<file path="src/rtl/evt_pkg.sv">
// Purpose: Shared constants and types for the event prioritizer and vectoring unit.
// Assumes: Event bit i carries priority number i+1; bit 0 (reset) comes from reset_i only.
// Notes: Handler offsets are ORed onto the vector base by the top module.
// How it works
// - Debug request enters debug unless debug mask set.
// - Debug entry sets debug flag, jumps to handler.
// - Debug saves return address/status in debug copies.
// - Debug mode: mode bits free, full privilege kept.
// - Debug return restores context from debug copies.
// - Reset highest priority; fetch starts at boot flash.
// - Scall and region-miss handlers get widely spaced slots.
// - Other exceptions use own fixed base offset.
// - Protection violations vector to 0x18, 0x3c, 0x40.
// - No-region match raises instruction/data miss exceptions.
// - Multiple region hit raises unmaskable fourth-rank error.
// - Interrupt levels 3..0 use autovector, below NMI.
// - Autovector offset is fourteen bits wide.
// - Lowest priority number wins on one instruction.
// - Oldest instruction's events are handled first.
// - Debugger stop ranks second, handler from debugger.
// - Bus errors, NMI, interrupts save first uncompleted.
// - Instruction faults save the offending instruction address.
// - Scall vectors 0x100, returns to call plus two.
// - Floating-point and data-modified slots never raised.
// - Handler address is base OR offset.
// - Interrupts mask equal and lower levels; NMI and exceptions other than scall mask all levels.
package evt_pkg;

  localparam int EV_N = 28;
  localparam int AV_W = 14;
  localparam int PRIO_W = 5;
  localparam logic [31:0] RESET_ADDR = 32'h8000_0000;
  localparam logic [31:0] SCALL_STEP = 32'h0000_0002;

  // Event bit positions, bit i is priority number i+1.
  localparam int EV_RESET = 0;
  localparam int EV_DBG = 1;
  localparam int EV_UNREC = 2;
  localparam int EV_MHIT = 3;
  localparam int EV_BERR_D = 4;
  localparam int EV_BERR_I = 5;
  localparam int EV_NMI = 6;
  localparam int EV_INT3 = 7;
  localparam int EV_INT0 = 10;
  localparam int EV_FPU = 18;
  localparam int EV_SCALL = 20;
  localparam int EV_DMOD = 27;

  // Handler offsets from the vector base, indexed by event bit.
  localparam logic [8:0] VEC_OFF [0:EV_N-1] = '{
    9'h000, 9'h000, 9'h000, 9'h004, 9'h008, 9'h00c, 9'h010,
    9'h000, 9'h000, 9'h000, 9'h000, 9'h014, 9'h050, 9'h018,
    9'h01c, 9'h020, 9'h024, 9'h028, 9'h02c, 9'h030, 9'h100,
    9'h034, 9'h038, 9'h060, 9'h070, 9'h03c, 9'h040, 9'h044};

  // Bits that never reach the ranker: reset, floating-point, data-modified.
  localparam logic [EV_N-1:0] NEVER_RAISE = 28'h8040001;

  typedef enum logic [2:0] {
    MODE_APP = 3'b000,
    MODE_SUP = 3'b001,
    MODE_INT0 = 3'b010,
    MODE_INT1 = 3'b011,
    MODE_INT2 = 3'b100,
    MODE_INT3 = 3'b101,
    MODE_EXC = 3'b110,
    MODE_NMI = 3'b111
  } mode_e;

  typedef struct packed {
    logic debug_state_flag;
    logic debug_mask_bit;
    mode_e mode;
    logic exc_mask;
    logic glob_mask;
    logic [3:0] int_mask;
  } status_s;

  localparam status_s SR_RESET = '{debug_state_flag: 1'b0, debug_mask_bit: 1'b0,
    mode: MODE_SUP, exc_mask: 1'b1, glob_mask: 1'b1, int_mask: 4'h0};

  typedef struct packed {
    logic valid;
    logic [31:0] pc;
    logic [EV_N-1:0] evt;
  } slot_s;

  typedef struct packed {
    logic push;
    logic young;
    logic [PRIO_W-1:0] prio;
    logic [31:0] ret_addr;
    status_s saved_sr;
  } accept_s;

  typedef enum logic [1:0] {
    FL_BOOT = 2'b00,
    FL_RUN = 2'b01,
    FL_SETTLE = 2'b10
  } flow_e;

endpackage

</file>
<file path="src/rtl/evt_rank.sv">
// Purpose: Fixed-priority ranker, lowest set bit index wins.
// Assumes: Request vector already masked.
// Notes: Purely combinational.
`timescale 1ns/1ps
module evt_rank
  import evt_pkg::*;
#(
  parameter int N = EV_N
) (
  // Requests
  input wire logic [N-1:0] req_i,
  // Result
  output logic any_o,
  output logic [PRIO_W-1:0] idx_o
);

  // The index must fit the priority field.
  initial begin
    if (N < 1 || N > (1 << PRIO_W)) begin
      $error("evt_rank: N out of range");
    end
  end

  assign any_o = |req_i;

  // Scan from the weakest end so the strongest request overwrites last.
  always_comb begin
    idx_o = '0;
    for (int i = N - 1; i >= 0; i--) begin
      if (req_i[i]) begin
        idx_o = PRIO_W'(i);
      end
    end
  end

endmodule // evt_rank

</file>
<file path="src/rtl/cpu_event_prioritizer_vectoring.sv">
// Purpose: Ranks pipeline events, enters and leaves debug, forms handler addresses.
// Assumes: Slot inputs are synchronous to sys_clk_i; sources hold requests until taken.
// Notes: One idle cycle follows every redirect so held requests are not taken twice.
//   Returns and status writes yield to an event taken in the same cycle.
`timescale 1ns/1ps
module cpu_event_prioritizer_vectoring
  import evt_pkg::*;
(
  // Clock and reset
  input wire logic sys_clk_i,
  input wire logic reset_i,
  // Pipeline slots, oldest first; external events ride on the oldest
  input wire slot_s old_slot_i,
  input wire slot_s young_slot_i,
  // On-chip debugger
  input wire logic dbg_req_i,
  input wire logic [31:0] dbg_vector_i,
  // Interrupt controller and vector base
  input wire logic [AV_W-1:0] int_offset_i,
  input wire logic [31:0] vector_base_i,
  // Status write and return instructions
  input wire logic sr_wr_i,
  input wire status_s sr_wdata_i,
  input wire logic rete_i,
  input wire status_s stack_sr_i,
  input wire logic [31:0] stack_pc_i,
  input wire logic retd_i,
  // Fetch redirect
  output logic redirect_o,
  output logic [31:0] target_o,
  // Accepted event
  output logic event_o,
  output accept_s accept_o,
  // Status and debug copies
  output status_s sr_o,
  output logic priv_o,
  output logic [31:0] dbg_rar_o,
  output status_s dbg_rsr_o
);

  // State registers.
  // Each output port below is driven by exactly one of these flops.
  flow_e flow_ff;
  flow_e nxt_flow;
  status_s sr_ff;
  status_s nxt_sr;
  logic priv_ff;
  logic nxt_priv;
  logic redirect_ff;
  logic nxt_redirect;
  logic [31:0] target_ff;
  logic [31:0] nxt_target;
  logic event_ff;
  logic nxt_event;
  accept_s accept_ff;
  accept_s nxt_accept;
  logic [31:0] dbg_rar_ff;
  logic [31:0] nxt_dbg_rar;
  status_s dbg_rsr_ff;
  status_s nxt_dbg_rsr;

  // Decode wires.
  logic [EV_N-1:0] mask_vec;
  logic dbg_ok;
  logic [EV_N-1:0] dbg_bit;
  logic [EV_N-1:0] old_act;
  logic [EV_N-1:0] young_act;
  logic use_young;
  logic [EV_N-1:0] pick_vec;
  logic [31:0] pick_pc;
  logic pick_any;
  logic [PRIO_W-1:0] pick_idx;
  logic in_run;
  logic take;
  logic is_dbg;
  logic is_int;
  logic is_nmi;
  logic is_scall;
  logic [1:0] int_lvl;
  logic [3:0] lvl_fill;
  logic [31:0] offset_word;
  logic [31:0] evt_target;
  logic [31:0] evt_ret;
  logic retd_go;
  logic rete_go;
  logic sw_priv;

  // Elaboration checks. The decode hard-codes four interrupt levels, a
  // nine-bit offset table and a priority field wide enough for every bit,
  // so a package edit that breaks one of these would misroute events
  // silently instead of failing loudly here.
  initial begin
    // Interrupt levels 3 down to 0 must sit on four adjacent bits.
    if (EV_INT0 - EV_INT3 != 3) begin
      $error("event unit: four adjacent interrupt levels expected");
    end
    // Every event bit index must fit the reported priority field.
    if (EV_N > (1 << PRIO_W)) begin
      $error("event unit: priority field too narrow");
    end
    // The autovector offset is zero-extended into a 32-bit word.
    if (AV_W < 1 || AV_W > 32) begin
      $error("event unit: autovector width out of range");
    end
    // Supervisor call and data-modified must stay inside the table.
    if (EV_SCALL >= EV_N || EV_DMOD != EV_N - 1) begin
      $error("event unit: event table layout mismatch");
    end
    // Reset, floating-point and data-modified never reach the ranker.
    if (!NEVER_RAISE[EV_RESET] || !NEVER_RAISE[EV_FPU] || !NEVER_RAISE[EV_DMOD]) begin
      $error("event unit: unused slots must stay blocked");
    end
  end

  // Per-bit acceptance mask: interrupt levels obey their own bit and the
  // global bit; critical events and instruction faults are never masked,
  // since an instruction fault cannot wait without stalling the pipe.
  genvar b;
  generate
    for (b = 0; b < EV_N; b++) begin : g_mask
      if (b >= EV_INT3 && b <= EV_INT0) begin : g_int
        assign mask_vec[b] = sr_ff.int_mask[EV_INT0 - b] | sr_ff.glob_mask;
      end else begin : g_fix
        assign mask_vec[b] = NEVER_RAISE[b];
      end
    end
  endgenerate

  // Debug entry is held off by the mask bit and while already in debug.
  assign dbg_ok = dbg_req_i & ~sr_ff.debug_mask_bit & ~sr_ff.debug_state_flag;
  assign dbg_bit = EV_N'(dbg_ok) << EV_DBG;

  // Active events per slot; debug stop attaches to the oldest slot.
  assign old_act = ({EV_N{old_slot_i.valid}} & old_slot_i.evt & ~mask_vec) | dbg_bit;
  assign young_act = {EV_N{young_slot_i.valid}} & young_slot_i.evt & ~mask_vec;

  // A younger slot is considered only when the oldest has nothing.
  assign use_young = ~|old_act;
  assign pick_vec = use_young ? young_act : old_act;
  assign pick_pc = use_young ? young_slot_i.pc : old_slot_i.pc;

  evt_rank #(
    .N(EV_N)
  ) u_rank (
    .req_i(pick_vec),
    .any_o(pick_any),
    .idx_o(pick_idx)
  );

  // Acceptance only in the run state, never right after a redirect.
  assign in_run = (flow_ff == FL_RUN);
  assign take = in_run & pick_any;

  // Classify the winner.
  // The index alone decides; the slot that supplied it does not matter here.
  assign is_dbg = (pick_idx == PRIO_W'(EV_DBG));
  assign is_int = (pick_idx >= PRIO_W'(EV_INT3)) && (pick_idx <= PRIO_W'(EV_INT0));
  assign is_nmi = (pick_idx == PRIO_W'(EV_NMI));
  assign is_scall = (pick_idx == PRIO_W'(EV_SCALL));

  // Interrupt level 3..0 and the mask bits of that level and below.
  assign int_lvl = 2'(PRIO_W'(EV_INT0) - pick_idx);
  assign lvl_fill = 4'((5'h02 << int_lvl) - 5'h01);

  // Offset: autovector from the controller for interrupts, table otherwise.
  assign offset_word = is_int ? {{(32 - AV_W){1'b0}}, int_offset_i}
                              : {23'h000000, VEC_OFF[pick_idx]};

  // The base is ORed, not added, so a base with low bits set aliases slots.
  assign evt_target = is_dbg ? dbg_vector_i : (vector_base_i | offset_word);

  // Pending instruction has not completed, so its own PC is both the
  // offending address and the first non-completed address.
  assign evt_ret = is_scall ? (pick_pc + SCALL_STEP) : pick_pc;

  // Returns are taken only when no event competes in the same cycle.
  // A dropped return is not remembered; the decoder must present it again.
  assign retd_go = in_run & ~pick_any & retd_i & sr_ff.debug_state_flag;
  assign rete_go = in_run & ~pick_any & ~retd_go & rete_i;

  // Software may change masks only in a privileged mode.
  assign sw_priv = sr_ff.debug_state_flag | (sr_ff.mode != MODE_APP);

  // Next status value; hardware events override returns and writes.
  always_comb begin
    nxt_sr = sr_ff;
    if (take) begin
      if (is_dbg) begin
        nxt_sr.debug_state_flag = 1'b1;
        nxt_sr.mode = MODE_EXC;
      end else if (is_scall) begin
        nxt_sr.mode = MODE_SUP;
      end else if (is_int) begin
        nxt_sr.mode = mode_e'(MODE_INT0 + {1'b0, int_lvl});
        nxt_sr.int_mask = sr_ff.int_mask | lvl_fill;
      end else begin
        nxt_sr.mode = is_nmi ? MODE_NMI : MODE_EXC;
        nxt_sr.exc_mask = 1'b1;
        nxt_sr.glob_mask = 1'b1;
        nxt_sr.int_mask = 4'hf;
      end
    end else if (retd_go) begin
      nxt_sr = dbg_rsr_ff;
    end else if (rete_go) begin
      nxt_sr = stack_sr_i;
    end else if (sr_wr_i && sw_priv) begin
      nxt_sr.debug_mask_bit = sr_wdata_i.debug_mask_bit;
      nxt_sr.exc_mask = sr_wdata_i.exc_mask;
      nxt_sr.glob_mask = sr_wdata_i.glob_mask;
      nxt_sr.int_mask = sr_wdata_i.int_mask;
      if (sr_ff.debug_state_flag) begin
        nxt_sr.mode = sr_wdata_i.mode;
      end
    end
  end

  // Privilege follows the new status; debug keeps it whatever the mode.
  assign nxt_priv = nxt_sr.debug_state_flag | (nxt_sr.mode != MODE_APP);

  // Debug copies are written only on debug entry, never pushed to stack.
  assign nxt_dbg_rar = (take && is_dbg) ? evt_ret : dbg_rar_ff;
  assign nxt_dbg_rsr = (take && is_dbg) ? sr_ff : dbg_rsr_ff;

  // Flow control: boot redirect, then run with a settle cycle after redirects.
  // The settle cycle gives each source one edge to drop a request just taken.
  always_comb begin
    case (flow_ff)
      FL_BOOT: begin
        nxt_flow = FL_SETTLE;
      end
      FL_SETTLE: begin
        nxt_flow = FL_RUN;
      end
      FL_RUN: begin
        nxt_flow = (take | retd_go | rete_go) ? FL_SETTLE : FL_RUN;
      end
      default: begin
        nxt_flow = FL_BOOT;
      end
    endcase
  end

  // Redirect pulse and its target.
  // The target holds after the pulse, so a late fetch still sees a stable value.
  assign nxt_redirect = (flow_ff == FL_BOOT) | take | retd_go | rete_go;
  always_comb begin
    if (flow_ff == FL_BOOT) begin
      nxt_target = RESET_ADDR;
    end else if (take) begin
      nxt_target = evt_target;
    end else if (retd_go) begin
      nxt_target = dbg_rar_ff;
    end else if (rete_go) begin
      nxt_target = stack_pc_i;
    end else begin
      nxt_target = target_ff;
    end
  end

  // Acceptance record; reset reports priority one with no return address.
  // Between events the record holds its last value for the stacking logic.
  assign nxt_event = (flow_ff == FL_BOOT) | take;
  always_comb begin
    nxt_accept = accept_ff;
    if (flow_ff == FL_BOOT) begin
      nxt_accept.push = 1'b0;
      nxt_accept.young = 1'b0;
      nxt_accept.prio = PRIO_W'(EV_RESET + 1);
      nxt_accept.ret_addr = '0;
      nxt_accept.saved_sr = sr_ff;
    end else if (take) begin
      nxt_accept.push = ~is_dbg;
      nxt_accept.young = use_young;
      nxt_accept.prio = pick_idx + PRIO_W'(1);
      nxt_accept.ret_addr = evt_ret;
      nxt_accept.saved_sr = sr_ff;
    end
  end

  // Flow state; reset lands in the boot state.
  always_ff @(posedge sys_clk_i or posedge reset_i) begin
    if (reset_i) begin
      flow_ff <= FL_BOOT;
    end else begin
      flow_ff <= nxt_flow;
    end
  end

  // Status register and privilege.
  always_ff @(posedge sys_clk_i or posedge reset_i) begin
    if (reset_i) begin
      sr_ff <= SR_RESET;
      priv_ff <= 1'b1;
    end else begin
      sr_ff <= nxt_sr;
      priv_ff <= nxt_priv;
    end
  end

  // Debug return copies.
  always_ff @(posedge sys_clk_i or posedge reset_i) begin
    if (reset_i) begin
      dbg_rar_ff <= '0;
      dbg_rsr_ff <= SR_RESET;
    end else begin
      dbg_rar_ff <= nxt_dbg_rar;
      dbg_rsr_ff <= nxt_dbg_rsr;
    end
  end

  // Redirect outputs.
  always_ff @(posedge sys_clk_i or posedge reset_i) begin
    if (reset_i) begin
      redirect_ff <= 1'b0;
      target_ff <= '0;
    end else begin
      redirect_ff <= nxt_redirect;
      target_ff <= nxt_target;
    end
  end

  // Acceptance outputs.
  always_ff @(posedge sys_clk_i or posedge reset_i) begin
    if (reset_i) begin
      event_ff <= 1'b0;
      accept_ff <= '0;
    end else begin
      event_ff <= nxt_event;
      accept_ff <= nxt_accept;
    end
  end

  // Ports straight from flops.
  assign redirect_o = redirect_ff;
  assign target_o = target_ff;
  assign event_o = event_ff;
  assign accept_o = accept_ff;
  assign sr_o = sr_ff;
  assign priv_o = priv_ff;
  assign dbg_rar_o = dbg_rar_ff;
  assign dbg_rsr_o = dbg_rsr_ff;

endmodule // cpu_event_prioritizer_vectoring

</file>
<file path="config.mk">
export PLATFORM = sky130hd
export DESIGN_NAME = cpu_event_prioritizer_vectoring
export DESIGN_NICKNAME = d
export VERILOG_FILES = /design/src/rtl/evt_pkg.sv /design/src/rtl/evt_rank.sv /design/src/rtl/cpu_event_prioritizer_vectoring.sv
export SDC_FILE = /design/constraint.sdc
export NUM_CORES = 1
export LEC_CHECK = 0
export ABC_AREA = 1
export BUFFER_PORTS_ARGS = -buffer_cell sky130_fd_sc_hd__buf_2
export CAP_MARGIN = 10
export CORE_MARGIN = 8
export CORE_UTILIZATION = 35
export CTS_BUF_LIST = sky130_fd_sc_hd__clkbuf_8
export CTS_CLUSTER_SIZE = 8
export DETAILED_ROUTE_END_ITERATION = 7
export GPL_ROUTABILITY_DRIVEN = 0
export SYNTH_ARGS = -nofsm -noshare
export SYNTH_HDL_FRONTEND = slang
export SYNTH_SLANG_ARGS = --single-unit
export TNS_END_PERCENT = 20
</file>
<file path="constraint.sdc">
create_clock -name sys_clk_i -period 5.95 [get_ports sys_clk_i]
set_input_delay 1.19 -clock sys_clk_i [delete_from_list [all_inputs] [get_ports sys_clk_i]]
set_output_delay 1.19 -clock sys_clk_i [all_outputs]
set_load 0.02 [all_outputs]
</file>
# ---- After elaboration in Yosys (flattened, before gate mapping)
# Memory sizes are Yosys's and may differ from the RTL's.
# Index checks and enable logic that the tools add are counted.
dict set report word_totals {
  output_inout_bits 139
  register_bits 141
  mem_bits_ro 288
  in_bits 260
  mem_count 1
  elab_cells 155
}
dict set report op_classes {
  n_lt_le_gt_ge 3
  mux 59
  reduce_logical 16
  n_addsub 5
  eq_ne 8
  n_shift 1
  bitwise_logic 34
}
# name depth width read_ports rd_clocked_by_memory_dff write_ports line
set mem_list {}
lappend mem_list {{(no name shown)} 32 9 1 0 0 cpu_event_prioritizer_vectoring.sv:167} ;# : {23'h000000, VEC_OFF[pick_idx]};
# cell n
set ops {}
lappend ops {{$mux 32} 7}
lappend ops {{$mux 5} 28}
lappend ops {{$and 28x28->28} 4}
lappend ops {{$mux 50} 2}
lappend ops {{$reduce_or 28->1} 2}
lappend ops {{$add 32x2->32 const B} 1}
lappend ops {{$or 32x14->32} 1}
lappend ops {{$mux 28} 1}
lappend ops {{$not 28->28} 1}
lappend ops {{$or 28x2->28} 1}
lappend ops {{$mux 9} 3}
lappend ops {{$mux 10} 2}
lappend ops {{$mux 14} 1}
lappend ops {{$mux 3} 4}
lappend ops {{$mux 6} 2}
lappend ops {{$mux 11} 1}
lappend ops {{$or 1x1->1} 11}
lappend ops {{$reduce_bool 3->1} 3}
lappend ops {{$and 1x1->1} 8}
lappend ops {{$reduce_bool 4->1} 2}
lappend ops {{$ge 6x6->1 const B} 1}
lappend ops {{$ne 2x2->1 const B} 3}
lappend ops {{$not 1->1} 6}
lappend ops {{$not 5->6} 1}
lappend ops {{24 further kinds} 30}

# ---- Logic depth before layout (Yosys ltp)
dict set report logic_depth {
  ltp_word 44
  mapped_depth 46
  depth_no_buf 44
}

# ---- Cells and area by module
# A second synthesis with hierarchy kept.
dict set report unflattened {
  hier_cells 1377
  hier_area_um2 9537.9
}
# module area_each_um2 seq_area_each_um2 instances cells_each
set modules_own_cells {}
lappend modules_own_cells {cpu_event_prioritizer_vectoring 9140.0 3537.1 1 1282}
lappend modules_own_cells {evt_rank 397.9 0.0 1 95}

# ---- Worst setup path after synthesis
# Ideal clock, no wire load.
dict set report synth_path {
  path_type {input-to-reg}
  from {input port old_slot_i[60] (netlist name)}
  to {register accept_ff, in the netlist accept_o[35]}
  path_buffers 3
  setup_slack_ns 1.083
  setup_time_ns 0.130
  cell_stages 44
  t_arrival_ns 4.737
  path_cell_list {buf_6 > buf_8 > nand2_1 > nand2_1 > nor2_1 > nand2_1 > nor2_2 > nand2_4 > inv_4 > buf_6 > nand3_2 > nand2_2 > inv_1 > nand2_1 > nand2_1 > nand2_1 > nand2_1 > nand2_1 > [... 8 more ...] > nand2_1 > nand2_1 > nand2_1 > nand2_1 > nand2_2 > inv_1 > ha_1 > inv_1 > nor2_4 > nand3_4 > inv_2 > nand4_4 > nor3_4 > nand2_2 > nor3_4 > nand2_1 > xnor2_1 > o21ai_1}
}
dict set report synth_via {
  elab_chain_cells 37
  word_cells_on_any_way 42
  classes_between {add/sub (1); eq/ne (1); mux (33); bitwise (4); reduce/logical (3)}
}
# item line
set synth_rtl {}
lappend synth_rtl {{start: declaration} cpu_event_prioritizer_vectoring.sv:13} ;# input wire slot_s old_slot_i,
lappend synth_rtl {{$and 28x28->28 (*) (2 in a row)} cpu_event_prioritizer_vectoring.sv:134} ;# assign old_act = ({EV_N{old_slot_i.valid}} & old_slot_i.evt & ~mask_vec) | dbg_bit;
lappend synth_rtl {{$or 28x2->28 (*)} cpu_event_prioritizer_vectoring.sv:134}
lappend synth_rtl {{$reduce_or 28->1} cpu_event_prioritizer_vectoring.sv:138} ;# assign use_young = ~|old_act;
lappend synth_rtl {{$mux 28} cpu_event_prioritizer_vectoring.sv:139} ;# assign pick_vec = use_young ? young_act : old_act;
lappend synth_rtl {{$mux 5 (28 in a row)} evt_rank.sv:30} ;# if (req_i[i]) begin
lappend synth_rtl {{$eq 5x5->1} cpu_event_prioritizer_vectoring.sv:159} ;# assign is_scall = (pick_idx == PRIO_W'(EV_SCALL));
lappend synth_rtl {{$mux 32} cpu_event_prioritizer_vectoring.sv:174} ;# assign evt_ret = is_scall ? (pick_pc + SCALL_STEP) : pick_pc;
lappend synth_rtl {{$mux 50} cpu_event_prioritizer_vectoring.sv:271} ;# end else if (take) begin
lappend synth_rtl {{$mux 50} cpu_event_prioritizer_vectoring.sv:265} ;# if (flow_ff == FL_BOOT) begin
lappend synth_rtl {{end signal: assignment} cpu_event_prioritizer_vectoring.sv:329} ;# accept_ff <= nxt_accept;
lappend synth_rtl {{end: declaration} cpu_event_prioritizer_vectoring.sv:55} ;# accept_s accept_ff;
# Every way passes the cells marked *; elsewhere a longest branch is shown, timed or not. The select of a mux whose other input is x is not followed.
# A chain may end at the register's enable or synchronous reset.

# ---- Final worst setup path
dict set report layout_path {
  from {input port old_slot_i[60] (netlist name)}
  to {register accept_ff, in the netlist accept_o[42]}
}
# Same word-level chain as after synthesis.

==> out/metrics.cfg <==
[outcome]
outcome=complete, no violations

[worst_setup_path]
rrSetupSlack_ns=1.29
worstPathArrival_ns=5.61
crit_path_max_incr_delay_ns=0.42
crit_path_frequent_cell=nand2_1
required_ns=6.34
timing.critical_path.from_type=primary input
critical_path_class=primary input to register
end_kind=register
path_max_fanout=27
crit_slowest_cell=buf_2

[routing]
drc_errors=0
wire_per_inst_um=18.1
drtIter0Drc=653
wl_mm=35.6
vias=9681
drtAntennaViolNets=0
drt_pre_antenna_iters=5
viasPerCell=4.92

[global_route]
grt_max_degree=85
track_usage_pct=21.8
antenna_found_initial=1
grt_overflow_total=0
first_global_vias=9509
grt_pass1_wl_mm=53.6

[clocking]
cts_tree=yes
cts_root_buf=clkbuf_8
numCtsBuffers=17
htreeDepth=4
hold_buffers=0
clock_sinks=141
cts_setup_buffers=0
cts_repair_resize_count=0
cts_buffer_depth=2
clock_latency_ns=0.45
cts.clk_slew.worst_paths_ns=0.10

[timing]
finalMaxSlewViolations=0
rsz0062_at_grt=false
finalCritPeriodShare_pct=87.8
timing.hold.ws_ns=0.480
max_slew_margin_pct=47.6
layout_setup_ws_ns=0.723
tightest_slew_ns=0.786
setup_viol=0
timing.final.hold_violations=0
min_period_ns=5.23
max_freq_mhz=191
fin_skew_ns=0.0186
tns_ns=0

[logic_synthesis]
synth-edff-count=0
ys_ff_latch=141
yosys_warnings=0
synthFlopType=dfrtp_1
yosysUniqueCellTypes=58
synth_top_area_cell=dfrtp_1
synthCells=1260
synth_nets=1528
yosys-top-cells-area=dfrtp_1 37%, nand2_1 16%, o21ai_0 5.9%
avgSynthCellArea_um2=7.23
async_flop_share_pct=100
synth_area_um2=9110
synth_top_area_share_pct=36.8
yosysSeqAreaShare_pct=38.8
synth_common_cells=397 x nand2_1, 134 x dfrtp_1, 108 x o21ai_0
synth_most_common_cell=nand2_1

[cells_and_area]
nets=1888
drive_gt1_share_pct=32.0
fin_util_pct=45.3
design_area_um2=11700
nFillCells=2726
area_delta_synth_final_pct=28.3

[power]
p_per_area_nw_per_um2=423
swShare_pct=48.4
clockPowerShare_pct=16.5
p_leak_nw=6.30
seqPwrFrac_pct=33.9
ir_drop_mv=0.195
p_int_mw=2.55
p_comb_share_pct=49.6
switching_power_mw=2.39

[placement]
dpl_cell_area_um2=11300
dp_slack_ns=0.309
post-dp-hpwl_mm=28.6
port_buffers=391

[floorplan]
dieArea_um2=31500
die_x_um=177
die_h_um=177
start_util_pct=35.3
rows=59
core_um2=25800
ios=399

[min_path]
worstHoldPathType=register to register

[job]
drv_cap=0

-- per-stage QoR --
step	power (mW)	std cells
after detailed placement	4.17	1936
after floorplan	3.23	1260
after global placement	4.14	1936
after CTS	4.99	1968
final	4.95	1969
after global routing	5.29	1969
-- power groups by stage --
stage,Combinational (mW),Sequential [mW],Clock [mW]
6_report,2.46,1.68,0.815
5_1_grt,2.69,1.73,0.872
4_1_cts,2.48,1.68,0.834
3_5_place_dp,2.47,1.69,0
3_3_place_gp,2.46,1.68,0
2_1_floorplan,1.19,2.04,0
-- layout make-up --
class                   count  area [um2]  area share (%)
well taps                 335         419            3.58
inverters                 118         450            3.85
multi-input cells         933        4760            40.7
flip-flops and latches    141        3540            30.3
clock inverters            15         175            1.50
clock buffers              17         234            2.00
repair buffers            409        2120            18.1
diodes                      1        2.50          0.0214
-- worst max-delay path, delay by kind of cell --
| family | cells | cell delay (ns) |
|---|---|---|
| adders and majority gates | 1 | 0.17 |
| AOI/OAI and AO/OA | 1 | 0.12 |
| xor gates and xnor gates | 1 | 0.17 |
| buffers and inverters | 7 | 1.00 |
| and+or+nand+nor | 33 | 2.93 |
-- final timing paths --
path,startpoint,end,cells past startpoint
setup / recovery,old_slot_i[60],accept_o[42]$_DFFE_PP0P_,43
hold / removal,target_o[11]$_DFFE_PP0P_,target_o[11]$_DFFE_PP0P_,2
setup reg to reg,sr_o[4]$_DFFE_PP1P_,accept_o[42]$_DFFE_PP0P_,40
hold reg to reg,target_o[11]$_DFFE_PP0P_,target_o[11]$_DFFE_PP0P_,2
max in group asynchronous,reset_i,accept_o[15]$_DFFE_PP0P_,3
min in group asynchronous,reset_i,target_o[17]$_DFFE_PP0P_,2
-- placed cells by master, fill, tap and decap left out, types with 3 or more instances in the layout --
cell type	n
nand4_1	6
o21ai_0	108
nor2_1	96
xor2_1	17
ha_1	8
a211oi_1	14
nand2_1	397
buf_2	391
dfrtp_1	134
nor2_2	8
nand3_1	46
inv_2	13
inv_6	4
nor3_4	4
a31oi_1	3
nand2_2	17
bufinv_16	3
buf_4	16
clkinv_1	3
xnor2_1	11
nor3_1	17
clkinv_4	4
nor2_4	4
clkbuf_8	17
dfstp_2	7
o21ai_1	41
nor4_1	5
a22o_1	5
mux2i_1	18
nand3_2	4
inv_1	103
a21oi_1	40
a221oi_1	22
or2_2	14
-- cell families after synthesis --
kind of cell             share of synthesized area, %
flip-flops                                       38.8
XOR/XNOR                                         2.69
buffers and inverters                            9.06
AO/OA/AOI/OAI                                    15.9
multiplexers                                     1.98
AND/OR/NAND/NOR                                  30.5
adder cells (fa/ha/maj)                          1.10
-- routing by layer --
layer	global-route usage [%]	up-vias	routed length, um
met5	0	-	0
met4	5.07	0	517
met3	4.09	30	2660
met2	34.7	388	16300
met1	30.1	4445	16100
li1	-	4818	-
-- registers in the layout (all words and copies together), names as in the netlist, 2 cells and up --
name	flops
accept_o	50
dbg_rar_o	32
dbg_rsr_o	11
flow_ff	2
sr_o	11
target_o	32
Note: power is estimated with default switching activity, not from simulation.
